==> src/hdl/usbd_pkg.sv <==
// Shared constants and types of the USB device control and event block
package usbd_pkg;
  localparam int unsigned CLK_HZ           = 25_000_000;
  localparam int unsigned CLK_PER_MS       = CLK_HZ / 1000;
  localparam int unsigned SUSPEND_IDLE_MS  = 3;
  localparam int unsigned WAKE_K_MS        = 13;
  localparam int unsigned SUSPEND_IDLE_CYC = SUSPEND_IDLE_MS * CLK_PER_MS;
  localparam int unsigned WAKE_K_CYC       = WAKE_K_MS * CLK_PER_MS;
  localparam int unsigned NUM_EP           = 8;
  localparam int unsigned EP_BANK_BYTES    = 64;
  localparam logic [7:0]  DOUBLE_BANK_EPS  = 8'h0e;
  localparam logic [15:0] EP_VECTOR_ADDR   = 16'h003e;
  localparam logic [15:0] PROTO_VECTOR_ADDR = 16'h0040;
  // Register indices; byte address is four times the index
  localparam logic [7:0] IDX_CTRL   = 8'he0;
  localparam logic [7:0] IDX_FLAGS  = 8'he1;
  localparam logic [7:0] IDX_MASK   = 8'he2;
  localparam logic [7:0] IDX_EPSUM  = 8'he3;
  localparam logic [7:0] IDX_EPMASK = 8'he4;
  localparam logic [7:0] IDX_GSTAT  = 8'he5;
  localparam logic [7:0] CTRL_RST   = 8'h00;
  localparam logic [7:0] FLAGS_RST  = 8'h00;
  localparam logic [7:0] MASK_RST   = 8'h02;
  localparam logic [7:0] EPMASK_RST = 8'h00;
  localparam logic [7:0] CTRL_WMASK = 8'ha2;
  localparam logic [7:0] FLAGS_WMASK = 8'h1f;
  localparam logic [7:0] MASK_WMASK = 8'h0f;
  localparam int unsigned CTRL_WAKE_REQ = 7;
  localparam int unsigned CTRL_PULLUP   = 5;
  localparam int unsigned CTRL_ENABLE   = 1;
  localparam int unsigned FLG_RESET_END = 4;
  localparam int unsigned FLG_FRAME     = 3;
  localparam int unsigned FLG_WAKE_SENT = 2;
  localparam int unsigned FLG_RESUME    = 1;
  localparam int unsigned FLG_SUSPEND   = 0;
  localparam int unsigned GS_PERMIT     = 0;
  localparam int unsigned GS_RIP        = 1;
  localparam int unsigned GS_OSC_OFF    = 2;
  localparam int unsigned GS_SUSPENDED  = 3;
  localparam logic [1:0] RESP_OKAY   = 2'h0;
  localparam logic [1:0] RESP_SLVERR = 2'h2;

  // Events reported by the serial engine, all on this clock
  typedef struct packed {
    logic       rx_done;
    logic [2:0] rx_ep;
    logic       rx_data1;
    logic       rx_crc_ok;
    logic       tx_ack;
    logic [2:0] tx_ep;
    logic       sof;
    logic       resume_k;
    logic       bus_reset;
    logic       activity;
  } usbd_sie_ev_s;
endpackage : usbd_pkg

==> src/hdl/usbd_ctrl.sv <==
// USB device control, toggle, suspend/resume and wake logic with AXI4-Lite registers
// Function
// Hardware keeps data toggle per endpoint.
// Receive toggle flips only on accepted good data.
// Transmit toggle flips only on host ACK.
// No toggle handling for isochronous endpoints.
// Endpoints one to three alternate two banks.
// Pull-up connected only while control bit set.
// Endpoint and protocol interrupt vectors provided.
// Endpoint summary shows only pending endpoints.
// Mask bits and global enable gate interrupts.
// Bus idle three milliseconds sets suspend flag.
// Suspend entry switches oscillator off.
// Firmware enters power-down after suspend.
// Resume in suspend wakes chip, sets flag.
// Oscillator not restarted by hardware on resume.
// Wake request drives K only if permitted.
// Wake request sets the wake-sent flag.
// K ends after thirteen milliseconds, clears progress.
// Firmware clears wake request after progress ends.
// Module enable clear resets controller, transceiver off.
// Logic runs only if enabled and ungated.
// Reset falling edge sets unmaskable reset-end flag.
// Start-of-frame PID sets frame flag.
// Resume signalling sets resume flag.
// Detected suspend sets suspend flag.
// Request lines OR masked flags, reset-end unmasked.
`timescale 1ns/1ps
module usbd_ctrl #(
  parameter int unsigned ADDR_W           = 12,
  parameter int unsigned SUSPEND_IDLE_CYC = usbd_pkg::SUSPEND_IDLE_CYC,
  parameter int unsigned WAKE_K_CYC       = usbd_pkg::WAKE_K_CYC
) (
  input  wire logic                  clock,
  input  wire logic                  rst,
  input  wire logic                  s_axi_awvalid,
  output logic                       s_axi_awready,
  input  wire logic [ADDR_W-1:0]     s_axi_awaddr,
  input  wire logic                  s_axi_wvalid,
  output logic                       s_axi_wready,
  input  wire logic [31:0]           s_axi_wdata,
  input  wire logic [3:0]            s_axi_wstrb,
  output logic                       s_axi_bvalid,
  input  wire logic                  s_axi_bready,
  output logic [1:0]                 s_axi_bresp,
  input  wire logic                  s_axi_arvalid,
  output logic                       s_axi_arready,
  input  wire logic [ADDR_W-1:0]     s_axi_araddr,
  output logic                       s_axi_rvalid,
  input  wire logic                  s_axi_rready,
  output logic [31:0]                s_axi_rdata,
  output logic [1:0]                 s_axi_rresp,
  input  wire usbd_pkg::usbd_sie_ev_s sie_ev,
  input  wire logic [7:0]            ep_iso,
  input  wire logic [7:0]            ep_can_accept,
  input  wire logic [7:0]            ep_event_src,
  input  wire logic                  usb_power_gate,
  input  wire logic                  global_irq_enable,
  output logic [7:0]                 rx_accept,
  output logic [7:0]                 rx_data1_exp,
  output logic [7:0]                 tx_data1,
  output logic [7:0]                 rx_bank,
  output logic [7:0]                 tx_bank,
  output logic                       pullup_connect,
  output logic                       xcvr_enable,
  output logic                       usb_run,
  output logic                       osc_stop,
  output logic                       chip_wake,
  output logic                       drive_k,
  output logic                       irq_endpoint,
  output logic                       irq_protocol
);
  initial begin
    if (ADDR_W < 10) $error("usbd_ctrl: ADDR_W must be at least 10");
    if (SUSPEND_IDLE_CYC < 2 || WAKE_K_CYC < 2) $error("usbd_ctrl: counts too small");
  end

  typedef struct packed {
    logic              aw_have;
    logic [ADDR_W-1:0] aw_addr;
    logic              w_have;
    logic [7:0]        w_data;
    logic              w_lane0;
    logic              bvalid;
    logic [1:0]        bresp;
    logic              rvalid;
    logic [7:0]        rdata;
    logic [1:0]        rresp;
    logic [7:0]        ctrl;
    logic [7:0]        flags;
    logic [7:0]        mask;
    logic [7:0]        ep_mask;
    logic              permit;
    logic              rip;
    logic              osc_off;
    logic              suspended;
    logic              drive_k;
    logic              wake;
    logic              rst_prev;
    logic              wreq_prev;
  } usbd_st_s;

  usbd_st_s st_r;
  usbd_st_s st_nxt;

  logic       run_ok;
  logic       enabled;
  logic       idle_done;
  logic       wake_done;
  logic       wr_fire;
  logic [7:0] rx_good;
  logic [7:0] tx_good;
  logic [7:0] rx_tog;

  function automatic logic hit(input logic [ADDR_W-1:0] a, input logic [7:0] idx);
    return a == ADDR_W'({idx, 2'b00});
  endfunction : hit

  assign enabled = st_r.ctrl[usbd_pkg::CTRL_ENABLE];
  assign run_ok  = enabled && !usb_power_gate;
  assign wr_fire = st_r.aw_have && st_r.w_have && !st_r.bvalid;

  ////////////////////////////////////////////////////////////////////////////////
  // Endpoint sequence bits

  for (genvar e = 0; e < 8; e++) begin : g_ep
    logic rx_sel;
    logic tx_sel;
    assign rx_sel = sie_ev.rx_done && sie_ev.rx_ep == 3'(e);
    assign tx_sel = sie_ev.tx_ack && sie_ev.tx_ep == 3'(e);
    // Accepted only if space, good CRC and, unless isochronous, the expected PID
    assign rx_good[e] = rx_sel && sie_ev.rx_crc_ok && ep_can_accept[e]
                        && (ep_iso[e] || sie_ev.rx_data1 == rx_tog[e]);
    assign tx_good[e] = tx_sel;
    usbd_ep_seq #(
      .DOUBLE_BANK (usbd_pkg::DOUBLE_BANK_EPS[e])
    ) u_seq (
      .clock   (clock),
      .rst     (rst),
      .clear   (!enabled),
      .run     (run_ok),
      .iso     (ep_iso[e]),
      .rx_ok   (rx_good[e]),
      .tx_ok   (tx_good[e]),
      .rx_tog  (rx_tog[e]),
      .tx_tog  (tx_data1[e]),
      .rx_bank (rx_bank[e]),
      .tx_bank (tx_bank[e])
    );
  end

  assign rx_accept    = run_ok ? rx_good : 8'h00;
  assign rx_data1_exp = rx_tog;

  ////////////////////////////////////////////////////////////////////////////////
  // Timers

  usbd_timer #(
    .COUNT (SUSPEND_IDLE_CYC)
  ) u_idle (
    .clock (clock),
    .rst   (rst),
    .clear (sie_ev.activity || !enabled || st_r.suspended),
    .step  (run_ok),
    .done  (idle_done)
  );

  usbd_timer #(
    .COUNT (WAKE_K_CYC)
  ) u_wake (
    .clock (clock),
    .rst   (rst),
    .clear (!st_r.drive_k || !enabled),
    .step  (run_ok),
    .done  (wake_done)
  );

  ////////////////////////////////////////////////////////////////////////////////
  // Next state

  always_comb begin
    logic [ADDR_W-1:0] a;
    logic [7:0]        d;
    logic              mapped;
    a      = st_r.aw_addr;
    d      = st_r.w_data;
    mapped = 1'b0;
    st_nxt = st_r;
    st_nxt.wake = 1'b0;

    // Write address and data may arrive in either order
    if (s_axi_awvalid && !st_r.aw_have) begin
      st_nxt.aw_have = 1'b1;
      st_nxt.aw_addr = s_axi_awaddr;
    end
    if (s_axi_wvalid && !st_r.w_have) begin
      st_nxt.w_have  = 1'b1;
      st_nxt.w_data  = s_axi_wdata[7:0];
      st_nxt.w_lane0 = s_axi_wstrb[0];
    end
    if (st_r.bvalid && s_axi_bready) st_nxt.bvalid = 1'b0;

    if (wr_fire) begin
      st_nxt.aw_have = 1'b0;
      st_nxt.w_have  = 1'b0;
      st_nxt.bvalid  = 1'b1;
      mapped = hit(a, usbd_pkg::IDX_CTRL) || hit(a, usbd_pkg::IDX_FLAGS)
               || hit(a, usbd_pkg::IDX_MASK) || hit(a, usbd_pkg::IDX_EPSUM)
               || hit(a, usbd_pkg::IDX_EPMASK) || hit(a, usbd_pkg::IDX_GSTAT);
      st_nxt.bresp = mapped ? usbd_pkg::RESP_OKAY : usbd_pkg::RESP_SLVERR;
      if (st_r.w_lane0) begin
        if (hit(a, usbd_pkg::IDX_CTRL)) st_nxt.ctrl = d & usbd_pkg::CTRL_WMASK;
        // Flags take the written value: zero clears, one sets
        if (hit(a, usbd_pkg::IDX_FLAGS)) st_nxt.flags = d & usbd_pkg::FLAGS_WMASK;
        if (hit(a, usbd_pkg::IDX_MASK)) st_nxt.mask = d & usbd_pkg::MASK_WMASK;
        if (hit(a, usbd_pkg::IDX_EPMASK)) st_nxt.ep_mask = d;
        if (hit(a, usbd_pkg::IDX_GSTAT)) begin
          st_nxt.permit = d[usbd_pkg::GS_PERMIT];
          // Only firmware restarts the oscillator
          if (!d[usbd_pkg::GS_OSC_OFF]) st_nxt.osc_off = 1'b0;
        end
      end
    end

    // Hardware events come last so that a set beats a clear
    if (!enabled) begin
      st_nxt.suspended = 1'b0;
      st_nxt.drive_k   = 1'b0;
      st_nxt.rip       = 1'b0;
      st_nxt.rst_prev  = 1'b0;
      st_nxt.wreq_prev = 1'b0;
    end else if (run_ok) begin
      st_nxt.rst_prev  = sie_ev.bus_reset;
      st_nxt.wreq_prev = st_r.ctrl[usbd_pkg::CTRL_WAKE_REQ];
      if (st_r.rst_prev && !sie_ev.bus_reset) begin
        st_nxt.flags[usbd_pkg::FLG_RESET_END] = 1'b1;
      end
      if (sie_ev.sof) st_nxt.flags[usbd_pkg::FLG_FRAME] = 1'b1;
      if (sie_ev.activity) st_nxt.suspended = 1'b0;
      if (idle_done) begin
        st_nxt.flags[usbd_pkg::FLG_SUSPEND] = 1'b1;
        st_nxt.suspended = 1'b1;
        st_nxt.osc_off   = 1'b1;
      end
      if (sie_ev.resume_k) begin
        st_nxt.flags[usbd_pkg::FLG_RESUME] = 1'b1;
        if (st_r.suspended) begin
          st_nxt.wake      = 1'b1;
          st_nxt.suspended = 1'b0;
        end
      end
      if (st_r.ctrl[usbd_pkg::CTRL_WAKE_REQ] && !st_r.wreq_prev) begin
        st_nxt.flags[usbd_pkg::FLG_WAKE_SENT] = 1'b1;
        if (st_r.permit && !st_r.rip) begin
          st_nxt.drive_k = 1'b1;
          st_nxt.rip     = 1'b1;
        end
      end
      if (wake_done) begin
        st_nxt.drive_k = 1'b0;
        st_nxt.rip     = 1'b0;
      end
    end

    // Read channel; one read outstanding at a time
    if (st_r.rvalid && s_axi_rready) st_nxt.rvalid = 1'b0;
    if (s_axi_arvalid && !st_r.rvalid) begin
      st_nxt.rvalid = 1'b1;
      st_nxt.rresp  = usbd_pkg::RESP_OKAY;
      st_nxt.rdata  = 8'h00;
      if (hit(s_axi_araddr, usbd_pkg::IDX_CTRL)) st_nxt.rdata = st_r.ctrl;
      else if (hit(s_axi_araddr, usbd_pkg::IDX_FLAGS)) st_nxt.rdata = st_r.flags;
      else if (hit(s_axi_araddr, usbd_pkg::IDX_MASK)) st_nxt.rdata = st_r.mask;
      else if (hit(s_axi_araddr, usbd_pkg::IDX_EPSUM)) st_nxt.rdata = ep_event_src;
      else if (hit(s_axi_araddr, usbd_pkg::IDX_EPMASK)) st_nxt.rdata = st_r.ep_mask;
      else if (hit(s_axi_araddr, usbd_pkg::IDX_GSTAT)) begin
        st_nxt.rdata = {4'h0, st_r.suspended, st_r.osc_off, st_r.rip, st_r.permit};
      end else st_nxt.rresp = usbd_pkg::RESP_SLVERR;
    end
  end

  always_ff @(posedge clock) begin
    if (rst) begin
      st_r         <= '0;
      st_r.ctrl    <= usbd_pkg::CTRL_RST;
      st_r.flags   <= usbd_pkg::FLAGS_RST;
      st_r.mask    <= usbd_pkg::MASK_RST;
      st_r.ep_mask <= usbd_pkg::EPMASK_RST;
    end else begin
      st_r <= st_nxt;
    end
  end

  ////////////////////////////////////////////////////////////////////////////////
  // Outputs

  assign s_axi_awready  = !st_r.aw_have;
  assign s_axi_wready   = !st_r.w_have;
  assign s_axi_bvalid   = st_r.bvalid;
  assign s_axi_bresp    = st_r.bresp;
  assign s_axi_arready  = !st_r.rvalid;
  assign s_axi_rvalid   = st_r.rvalid;
  assign s_axi_rdata    = {24'h000000, st_r.rdata};
  assign s_axi_rresp    = st_r.rresp;
  assign pullup_connect = st_r.ctrl[usbd_pkg::CTRL_PULLUP];
  assign xcvr_enable    = enabled;
  assign usb_run        = run_ok;
  assign osc_stop       = st_r.osc_off;
  assign chip_wake      = st_r.wake;
  assign drive_k        = st_r.drive_k;
  // These lines feed the vectors at EP_VECTOR_ADDR and PROTO_VECTOR_ADDR
  assign irq_endpoint = global_irq_enable && |(ep_event_src & st_r.ep_mask);
  assign irq_protocol = global_irq_enable
                        && (st_r.flags[usbd_pkg::FLG_RESET_END]
                            || |(st_r.flags[3:0] & st_r.mask[3:0]));
endmodule : usbd_ctrl

==> src/hdl/usbd_timer.sv <==
// Saturating cycle timer that pulses once when its count is reached
`timescale 1ns/1ps
module usbd_timer #(
  parameter int unsigned COUNT = 16
) (
  input  wire logic clock,
  input  wire logic rst,
  input  wire logic clear,
  input  wire logic step,
  output logic      done
);
  localparam int unsigned W = $clog2(COUNT + 1);
  localparam logic [W-1:0] LAST = W'(COUNT - 1);
  localparam logic [W-1:0] FULL = W'(COUNT);

  initial begin
    if (COUNT < 1) $error("usbd_timer: COUNT must be at least 1");
  end

  typedef struct packed {
    logic [W-1:0] cnt;
  } usbd_tmr_s;

  usbd_tmr_s st_r;
  usbd_tmr_s st_nxt;

  always_comb begin
    st_nxt = st_r;
    done   = step && !clear && (st_r.cnt == LAST);
    if (clear) begin
      st_nxt.cnt = '0;
    end else if (step && st_r.cnt != FULL) begin
      st_nxt.cnt = st_r.cnt + W'(1);
    end
  end

  always_ff @(posedge clock) begin
    if (rst) st_r <= '0;
    else st_r <= st_nxt;
  end
endmodule : usbd_timer

==> src/hdl/usbd_ep_seq.sv <==
// Per-endpoint data toggle and bank pointers
`timescale 1ns/1ps
module usbd_ep_seq #(
  parameter bit DOUBLE_BANK = 1'b0
) (
  input  wire logic clock,
  input  wire logic rst,
  input  wire logic clear,
  input  wire logic run,
  input  wire logic iso,
  input  wire logic rx_ok,
  input  wire logic tx_ok,
  output logic      rx_tog,
  output logic      tx_tog,
  output logic      rx_bank,
  output logic      tx_bank
);
  typedef struct packed {
    logic rx_tog;
    logic tx_tog;
    logic rx_bank;
    logic tx_bank;
  } usbd_seq_s;

  usbd_seq_s st_r;
  usbd_seq_s st_nxt;

  always_comb begin
    st_nxt = st_r;
    if (clear) begin
      st_nxt = '0;
    end else if (run) begin
      // Isochronous traffic never advances the data toggles
      if (rx_ok && !iso) st_nxt.rx_tog = !st_r.rx_tog;
      if (tx_ok && !iso) st_nxt.tx_tog = !st_r.tx_tog;
      // Banks alternate on every completed packet, iso included
      if (DOUBLE_BANK && rx_ok) st_nxt.rx_bank = !st_r.rx_bank;
      if (DOUBLE_BANK && tx_ok) st_nxt.tx_bank = !st_r.tx_bank;
    end
  end

  always_ff @(posedge clock) begin
    if (rst) st_r <= '0;
    else st_r <= st_nxt;
  end

  assign rx_tog  = st_r.rx_tog;
  assign tx_tog  = st_r.tx_tog;
  assign rx_bank = st_r.rx_bank;
  assign tx_bank = st_r.tx_bank;
endmodule : usbd_ep_seq

==> config.mk <==
export PLATFORM = sky130hd
export DESIGN_NAME = usbd_ctrl
export DESIGN_NICKNAME = d
export VERILOG_FILES = /design/src/hdl/usbd_pkg.sv /design/src/hdl/usbd_ctrl.sv /design/src/hdl/usbd_timer.sv /design/src/hdl/usbd_ep_seq.sv
export SDC_FILE = /design/constraint.sdc
export NUM_CORES = 1
export LEC_CHECK = 0
export ABC_CLOCK_PERIOD_IN_PS = 8200
export BUFFER_PORTS_ARGS = -buffer_cell sky130_fd_sc_hd__buf_2
export CAP_MARGIN = 5
export CORE_MARGIN = 10
export CORE_UTILIZATION = 57
export CTS_CLUSTER_DIAMETER = 100
export CTS_CLUSTER_SIZE = 10
export DETAILED_ROUTE_END_ITERATION = 12
export GPL_TIMING_DRIVEN = 0
export HOLD_SLACK_MARGIN = 0.12
export PLACE_DENSITY = 0.95
export SETUP_SLACK_MARGIN = 0.02
export SLEW_MARGIN = 40
export SYNTH_ARGS = -nofsm -noshare
export SYNTH_HDL_FRONTEND = slang
export SYNTH_HIERARCHICAL = 1
export SYNTH_SLANG_ARGS = --single-unit
==> constraint.sdc <==
create_clock -name clock -period 8.2 [get_ports clock]
set_clock_uncertainty 0.2 [all_clocks]
set_input_delay 0.41 -clock clock [delete_from_list [all_inputs] [get_ports clock]]
set_output_delay 0.41 -clock clock [all_outputs]
set_load 0.02 [all_outputs]
# Yosys cells after proc, flatten, opt, wreduce, memory -nomap -nowiden
# Index checks and enable logic that the tools add are counted.
# word_totals
ff_bits	122
# classes
addsub	2
n_eq_ne	38
n_mux	46
bitwise_logic	5
n_reduce_logical	173
# op_table
cell	count
12-bit by 10-bit equality test with 1-bit output, second input constant	12
1-bit logical AND	75
8-bit 2-to-1 mux	7
22-bit 2-to-1 mux	2
2-bit AND reduction	22
1-bit logical NOT	41
3-bit equality test, second input constant	8
1-bit 2-to-1 mux	21
19-bit by 1-bit adder with 19-bit output, second input constant	1
19-bit equality test, second input constant	1
19-bit inequality test, second input constant	1
17-bit by 1-bit adder with 17-bit output, second input constant	1
17-bit equality test, second input constant	1
1-bit logical OR	17
17-bit inequality test, second input constant	1
2-bit 2-to-1 mux	8
5-bit 2-to-1 mux	3
3-bit AND reduction	5
3-bit by 2-bit equality test with 1-bit output, second input constant	4
11-bit 2-to-1 mux	1
8-bit bitwise AND	1
1-bit equality test	8
4-bit 2-to-1 mux	2
2-bit nonzero test	4
9 further kinds	17

# Longest topological paths before layout
# Gate-level depths: netlist of run 1.
# logic_depth
word_depth	11
mapped_depth	11

# By module
# Netlist of run 1, hierarchy kept.
# by_module_without_submodules
module	instances	cells_per_inst	area_per_inst_um2	seq_area_each_um2
usbd_ctrl	1	465	3589.7	1241.2
usbd_timer at u_wake	1	116	969.7	380.4
usbd_timer at u_idle	1	110	908.4	340.3
usbd_ep_seq at g_ep[0].u_seq ...	5	13	121.4	40.0
usbd_ep_seq at g_ep[1].u_seq ...	3	19	193.9	80.1

# Worst setup path before layout of run 1
# OpenSTA, ideal clock, no wires.
# synth_timing
kind	input-to-reg
startpoint	in usb_power_gate
endpoint	reg u_idle/st_r[15] (netlist bit)
setup_ps	59
arrival_time_ps	2937
t_required_ps	7941
slack_ps	5004
stages	9
n_path_buf	3
path_cell_list	buf_2 -> nand2b_1 -> buf_2 -> inv_1 -> buf_2 -> nand3_2 -> or3_4 -> or4b_1 -> nand2_1
# synth_between
elab_chain_cells	3
# synth_rtl
item	line_no	rtl
start: declaration	usbd_ctrl.sv:57	input wire logic usb_power_gate,
1-bit logical NOT	usbd_ctrl.sv:120	assign run_ok = enabled && !usb_power_gate;
1-bit logical AND	usbd_ctrl.sv:120	
net usb_run	usbd_ctrl.sv:66	output logic usb_run,
1-bit logical AND	usbd_timer.sv:32	end else if (step && st_r.cnt != FULL) begin
end signal: assignment	usbd_timer.sv:39	else st_r <= st_nxt;
end: declaration	usbd_timer.sv:24	usbd_tmr_s st_r;
# The timed path passes the listed nets, and every way through them passes these cells.
# A chain may end at the register's enable or synchronous reset.

==> flow_summary_export.csv, run 1 <==
group,metric,value,unit
setup_path,endpoint_kind,"flop",
floorplanning,die_w,128,um
setup_path,rr_worst_depth,10,
setup_path,crit_end,"st_r[4]",
logic_synthesis,synth-seq-cells,120,
setup_path,cp.arrival,3440,ps
floorplanning,ioPinCount,196,
logic_synthesis,synth.avg_cell_area,8.19,um2
timing,setup_viol,0,
timing,fin_crit,3320,ps
clocking,cts_root_buf,"clkbuf_16",
clocking,cts-resized-gates,0,
placed_design,dpl-instance-area,7600,um2
timing,hold_viol_final,0,
power,intPower,1.11,mW
power,power.leakage,3.45,nW
clocking,cts_buffers,17,
final_layout,nets,1135,
final_layout,synthToLayoutAreaGrowth,28.0,%
status,status,"complete, no violations",
timing,tightest_slew,769,ps
timing,slew_headroom,0.488,
final_layout,design_area,8520,um2
clocking,clock_sinks,120,
logic_synthesis,ys_types,64,
route,drt_iter0_drc,1270,
logic_synthesis,syn_inst,813,
floorplanning,std_cell_rows,39,
setup_path,startpoint,"xcvr_enable",
clocking,ctsLongestPathBuffers,2,
power,p_sw,408,uW
setup_path,rr_endpoint,"st_r[4]",
clocking,clock_latency,420,ps
power,clkPwrFrac,0.510,
route,drc,0,
logic_synthesis,yosys_warnings,6,
route,wire_per_inst,19.6,um
clocking,clk_pin_slew_worst_paths,70,ps
setup_path,r2r_start,"xcvr_enable",
floorplanning,fp.dieH,128,um
global_route,grt_max_degree,43,
timing,slew_violations,0,
floorplanning,die_area,16400,um2
setup_path,crit_fanout,42,
timing,finalCritPeriodShare,0.405,
logic_synthesis,synth_ff_type,"dfxtp_1",
floorplanning,start_util,0.583,
timing,max_freq,0.301,GHz
global_route,track_usage,0.260,
route,vias,7442,
timing,fin_tns_setup,0,ps
hold_path,min_path_type,"input port to flop",
route,ant_nets,0,
job,drv_cap,0,
logic_synthesis,async_reset_ff_frac,0,
power,seq_power_share,0.396,
logic_synthesis,synth-edff-count,0,
global_route,grt_overflow,0,
route,routed_wl,23100,um
setup_path,startpoint_type,"flop",
floorplanning,core_area,11400,um2
placed_design,portBuffers,130,
route,drt_pass1_iterations,7,
final_layout,drive_above_1_share,0.242,
route,viasPerCell,6.30,
logic_synthesis,ys_seq_area_frac,0.361,
global_route,grt_pass1_wl,35300,um
power,power.density,178,nW/um2
timing,rsz0062_at_grt,"no",
placed_design,post-dp-hpwl,14000,um
hold_path,min_path_cells,3,
placed_design,place.gp.congestion,0.945,
setup_path,path_class,"flop to flop",
clocking,cts_tree,"done",
global_route,grt_pass1_vias,6985,
final_layout,n_fill_cell,724,
clocking,htree_levels,4,
global_route,antenna_found_initial,2,
power,vdd_drop_max,0.136,mV
logic_synthesis,syn_area,6660,um2
setup_path,rrSetupSlack,4880,ps
setup_path,cp_data_required_time,8320,ps
power,netSwitchingFraction,0.268,
power,comb_power_share,0.094,
==> state kept, by name, summed over array words and instances, names as in the netlist <==
name                count
chip_wake               1
drive_k                 1
g_ep.u_seq/rx_bank      3
g_ep.u_seq/rx_tog       8
g_ep.u_seq/tx_bank      3
g_ep.u_seq/tx_tog       8
osc_stop                1
pullup_connect          1
s_axi_bresp             1
s_axi_bvalid            1
s_axi_rdata             8
s_axi_rresp             1
s_axi_rvalid            1
st_r                   45
u_idle/st_r            17
u_wake/st_r            19
xcvr_enable             1
==> stage by stage <==
stage / power (mW) / worst slack, ps / utilization / hold slack, ps / std cells
after floorplan: 0.689 / 5000 / - / 226 / 843
after global placement: 0.729 / 4640 / 0.665 / 237 / 1116
after detailed placement: 0.732 / 5010 / 0.665 / 245 / 1116
after CTS: 1.50 / 5100 / 0.746 / 141 / 1179
after global routing: 1.55 / 4710 / 0.746 / 158 / 1180
final: 1.52 / 4880 / 0.746 / 148 / 1181
==> layout by cell type (no fill, tap or decap), types with 16 or more instances in the layout <==
cell | netlist | routed
clkbuf_16 | 0 | 17
mux2i_1 | 16 | 16
dlygate4sd3_1 | 0 | 31
nor3_1 | 42 | 42
clkbuf_1 | 18 | 18
nand3_1 | 27 | 27
o21ai_0 | 22 | 22
nand2b_1 | 17 | 17
conb_1 | 6 | 36
mux2_1 | 16 | 16
buf_4 | 51 | 51
nor2_1 | 65 | 65
xnor2_1 | 19 | 19
nor3b_1 | 19 | 19
nand3b_1 | 27 | 27
buf_2 | 5 | 135
inv_1 | 19 | 17
nand2_1 | 87 | 87
nand4_1 | 17 | 17
a21oi_1 | 66 | 66
dfxtp_1 | 120 | 120
nor4_1 | 25 | 25
==> cells in the mapped netlist, drive strengths merged, types with 6 or more instances <==
cell | count | area share
xor2 | 7 | 0.0092
and4 | 6 | 0.0081
nor2b | 12 | 0.011
a21bo | 6 | 0.0090
xnor2 | 19 | 0.025
buf | 58 | 0.065
clkbuf | 18 | 0.010
dfxtp | 120 | 0.36
a32oi | 6 | 0.0079
nor2 | 65 | 0.037
nand4 | 19 | 0.020
o21ai | 26 | 0.020
inv | 19 | 0.011
nor3b | 19 | 0.021
mux2 | 16 | 0.027
nor3 | 42 | 0.032
nand2b | 17 | 0.016
a21oi | 66 | 0.050
mux2i | 16 | 0.024
nor4 | 26 | 0.027
conb | 6 | 0.0034
or3 | 11 | 0.012
nand3 | 29 | 0.024
nand2 | 87 | 0.049
or2 | 7 | 0.0066
nand3b | 27 | 0.030
==> metal layers <==
layer / global-route usage / up-vias / routed length, um
li1: - / 3270 / -
met1: 0.288 / 3374 / 8020
met2: 0.440 / 625 / 11000
met3: 0.0666 / 173 / 2610
met4: 0.154 / 0 / 1480
met5: 0 / - / 0
==> logic make-up after synthesis <==
kind of cell,count (synthesis),synth area share
fa+ha+maj,5,0.00940
simple gates,389,0.327
compound gates,140,0.129
buf+inv,95,0.0855
other cells,6,0.00338
flops,120,0.361
xor+xnor,26,0.0342
mux,32,0.0511
==> critical path, stage by stage (launching register included) <==
cell	delay (ps)
dfxtp_1	580
nand2b_1	110
buf_2	210
inv_2	570
buf_2	350
nand4_1	130
nor3_1	300
nand3b_1	280
nor2_1	200
a21oi_1	60
a211oi_1	200
==> worst min-delay path by stage <==
stage                            to      startpoint
2_1_floorplan        s_axi_rdata[6]  s_axi_rdata[6]
3_3_place_gp         s_axi_rdata[6]  s_axi_rdata[6]
3_5_place_dp         s_axi_rdata[2]  s_axi_rdata[2]
4_1_cts        g_ep[3].u_seq/tx_tog       ep_iso[3]
5_1_grt        g_ep[3].u_seq/tx_tog       ep_iso[3]
6_report       g_ep[3].u_seq/tx_tog       ep_iso[3]
==> power by group through the flow <==
stage | clock (mW) | sequential, mW | combinational [mW]
after CTS | 0.767 | 0.599 | 0.134
after global routing | 0.802 | 0.601 | 0.151
after detailed placement | 0 | 0.612 | 0.120
after floorplan | 0 | 0.610 | 0.0796
after global placement | 0 | 0.611 | 0.118
final | 0.775 | 0.601 | 0.143
==> layout make-up <==
type	count	area, um2	area share
sequential	120	2400	0.282
multi-input combinational	628	3800	0.446
tap	143	179	0.0210
antenna	2	5.00	0.000587
clock inverter	15	180	0.0211
timing repair buffer	161	961	0.113
buffer	76	498	0.0585
inverter	19	71.3	0.00837
clock buffer	17	425	0.0499
==> timing repair <==
item                                   CTS  global route
hold buffers                            31             0
buffers inserted                         0             0
endpoints found under the hold margin   32             0
Note: power is estimated with default switching activity, not from simulation.
==> run 2: changes to the inputs <==
- ABC_CLOCK_PERIOD_IN_PS: 8200 -> 3050
- CORE_UTILIZATION: 57 -> 47
- PLACE_DENSITY: 0.95 -> 0.86
- clock period: 8.2 -> 3.05 ns (I/O delays scaled with it)
==> flow_summary_export.csv, run 2 (synthesis gave the netlist of run 1 again) <==
group,metric,value,unit
status,status,"complete, no violations",
placed_design,dpl-instance-area,7650,um2
floorplanning,die_area,19300,um2
timing,slew_headroom,0.461,
setup_path,path_class,"input port to flop",
final_layout,design_area,9260,um2
route,drc,0,
global_route,grt_max_degree,43,
timing,setup_slack,214,ps
clocking,post-cts-setup-buffers,0,
job,drv_cap,0,
route,drt_pass1_iterations,8,
setup_path,crit_fanout,8,
power,intPower,3.09,mW
clocking,cts_tree,"done",
placed_design,place.gp.congestion,0.924,
clocking,clock_latency,420,ps
power,vdd_drop_max,0.438,mV
power,power.leakage,3.70,nW
floorplanning,fp.dieH,139,um
route,ant_nets,0,
final_layout,nets,1205,
route,routed_wl,22800,um
floorplanning,start_util,0.480,
clocking,htree_levels,4,
floorplanning,ioPinCount,196,
final_layout,drive_above_1_share,0.228,
placed_design,portBuffers,130,
placed_design,pre_cts_ws,-80.3,ps
global_route,track_usage,0.221,
final_layout,largest_register,"st_r",
power,power.density,441,nW/um2
floorplanning,die_w,139,um
floorplanning,std_cell_rows,43,
setup_path,cp_data_required_time,3220,ps
global_route,grt_overflow,0,
power,seq_power_share,0.395,
final_layout,reg_top3,"st_r (45), u_wake/st_r (19), u_idle/st_r (17)",
clocking,clk_pin_slew_worst_paths,60,ps
timing,setup_viol,0,
timing,hold_viol_final,0,
hold_path,min_path_type,"input port to flop",
clocking,ctsLongestPathBuffers,2,
timing,max_freq,0.353,GHz
power,netSwitchingFraction,0.242,
route,wire_per_inst,17.7,um
placed_design,post-dp-hpwl,13900,um
setup_path,cp.arrival,3000,ps
global_route,grt_pass1_wl,35700,um
power,comb_power_share,0.107,
setup_path,endpoint_kind,"flop",
global_route,antenna_found_initial,5,
route,viasPerCell,5.76,
final_layout,synthToLayoutAreaGrowth,39.2,%
final_layout,n_fill_cell,1054,
power,clkPwrFrac,0.498,
clocking,clock_sinks,120,
setup_path,startpoint_type,"input port",
clocking,cts_root_buf,"clkbuf_16",
timing,rsz0062_at_grt,"no",
global_route,grt_pass1_vias,7064,
timing,tightest_slew,808,ps
timing,fin_crit,2840,ps
route,vias,7433,
timing,slew_violations,0,
power,p_sw,986,uW
route,drt_iter0_drc,755,
floorplanning,core_area,13900,um2
final_layout,final_common_cell,"buf_2",
final_layout,layout_common_cells,"buf_2 (135), dfxtp_1 (119), dlygate4sd3_1 (99)",
final_layout,largest_register_ffs,45,
timing,finalCritPeriodShare,0.930,
clocking,cts_buffers,17,
-- run 2: final cells by class --
class	instances	area, um2	area share
Multi-Input combinational cell	628	3800	0.410
Sequential cell	120	2400	0.259
Timing Repair inverter	2	12.5	0.00135
Timing Repair Buffer	229	1640	0.177
Antenna cell	5	12.5	0.00135
Clock buffer	20	447	0.0482
Buffer	76	498	0.0538
Tap cell	180	225	0.0243
Clock inverter	12	149	0.0161
Inverter	19	77.6	0.00837
-- run 2: critical path, cell delays in order --
cell	delay (ps)
dlygate4sd3_1	530
buf_2	130
or2_2	310
buf_6	140
nor4_4	370
a32oi_1	150
dlygate4sd3_1	570
o21ai_1	100
dlygate4sd3_1	540
-- run 2: path summary, 6_finish.rpt --
check / startpoint / to / slack, ps / depth (start not counted)
max: s_axi_araddr[1] / s_axi_rdata[3] / 210 / 9
min: s_axi_araddr[5] / s_axi_rdata[2] / 140 / 5
max reg2reg: xcvr_enable / u_idle/st_r[15] / 310 / 8
min reg2reg: s_axi_rdata[2] / s_axi_rdata[2] / 260 / 2
-- run 2: repair_timing --
action,CTS,global route
gates resized for setup,0,3
hold buffers,99,0
pin swaps,0,0
endpoints found under the hold margin,68,0
cloned,1,1
endpoints found under the setup margin,3,3
-- run 2: through the flow --
step / setup TNS, ps / util / hold slack, ps / cells / power, mW
2_1_floorplan: 0 / - / 49.1 / 843 / 1.85
4_1_cts: 0 / 0.666 / 126 / 1285 / 4.06
3_3_place_gp: -15.6 / 0.551 / 150 / 1153 / 1.96
5_1_grt: 0 / 0.667 / 185 / 1291 / 4.19
3_5_place_dp: -107 / 0.551 / 151 / 1153 / 1.97
6_report: 0 / 0.667 / 141 / 1291 / 4.08
-- run 2: power groups by stage --
| stage | clock network (mW) | registers, mW | logic [mW] |
|---|---|---|---|
| after floorplan | 0 | 1.64 | 0.214 |
| final | 2.03 | 1.61 | 0.436 |
| after detailed placement | 0 | 1.64 | 0.323 |
| after global placement | 0 | 1.64 | 0.320 |
| after CTS | 2.04 | 1.61 | 0.408 |
| after global routing | 2.11 | 1.61 | 0.467 |
-- run 2: per-layer routing --
layer  up-vias  wire length (um)  part of all wire  global-route usage
li1       3413                 -                 -                   -
met1      3412              8340              0.37               0.238
met2       483             10900              0.48               0.368
met3       125              2200             0.096              0.0678
met4         0              1320             0.058               0.140
met5         -                 0                 0                   0
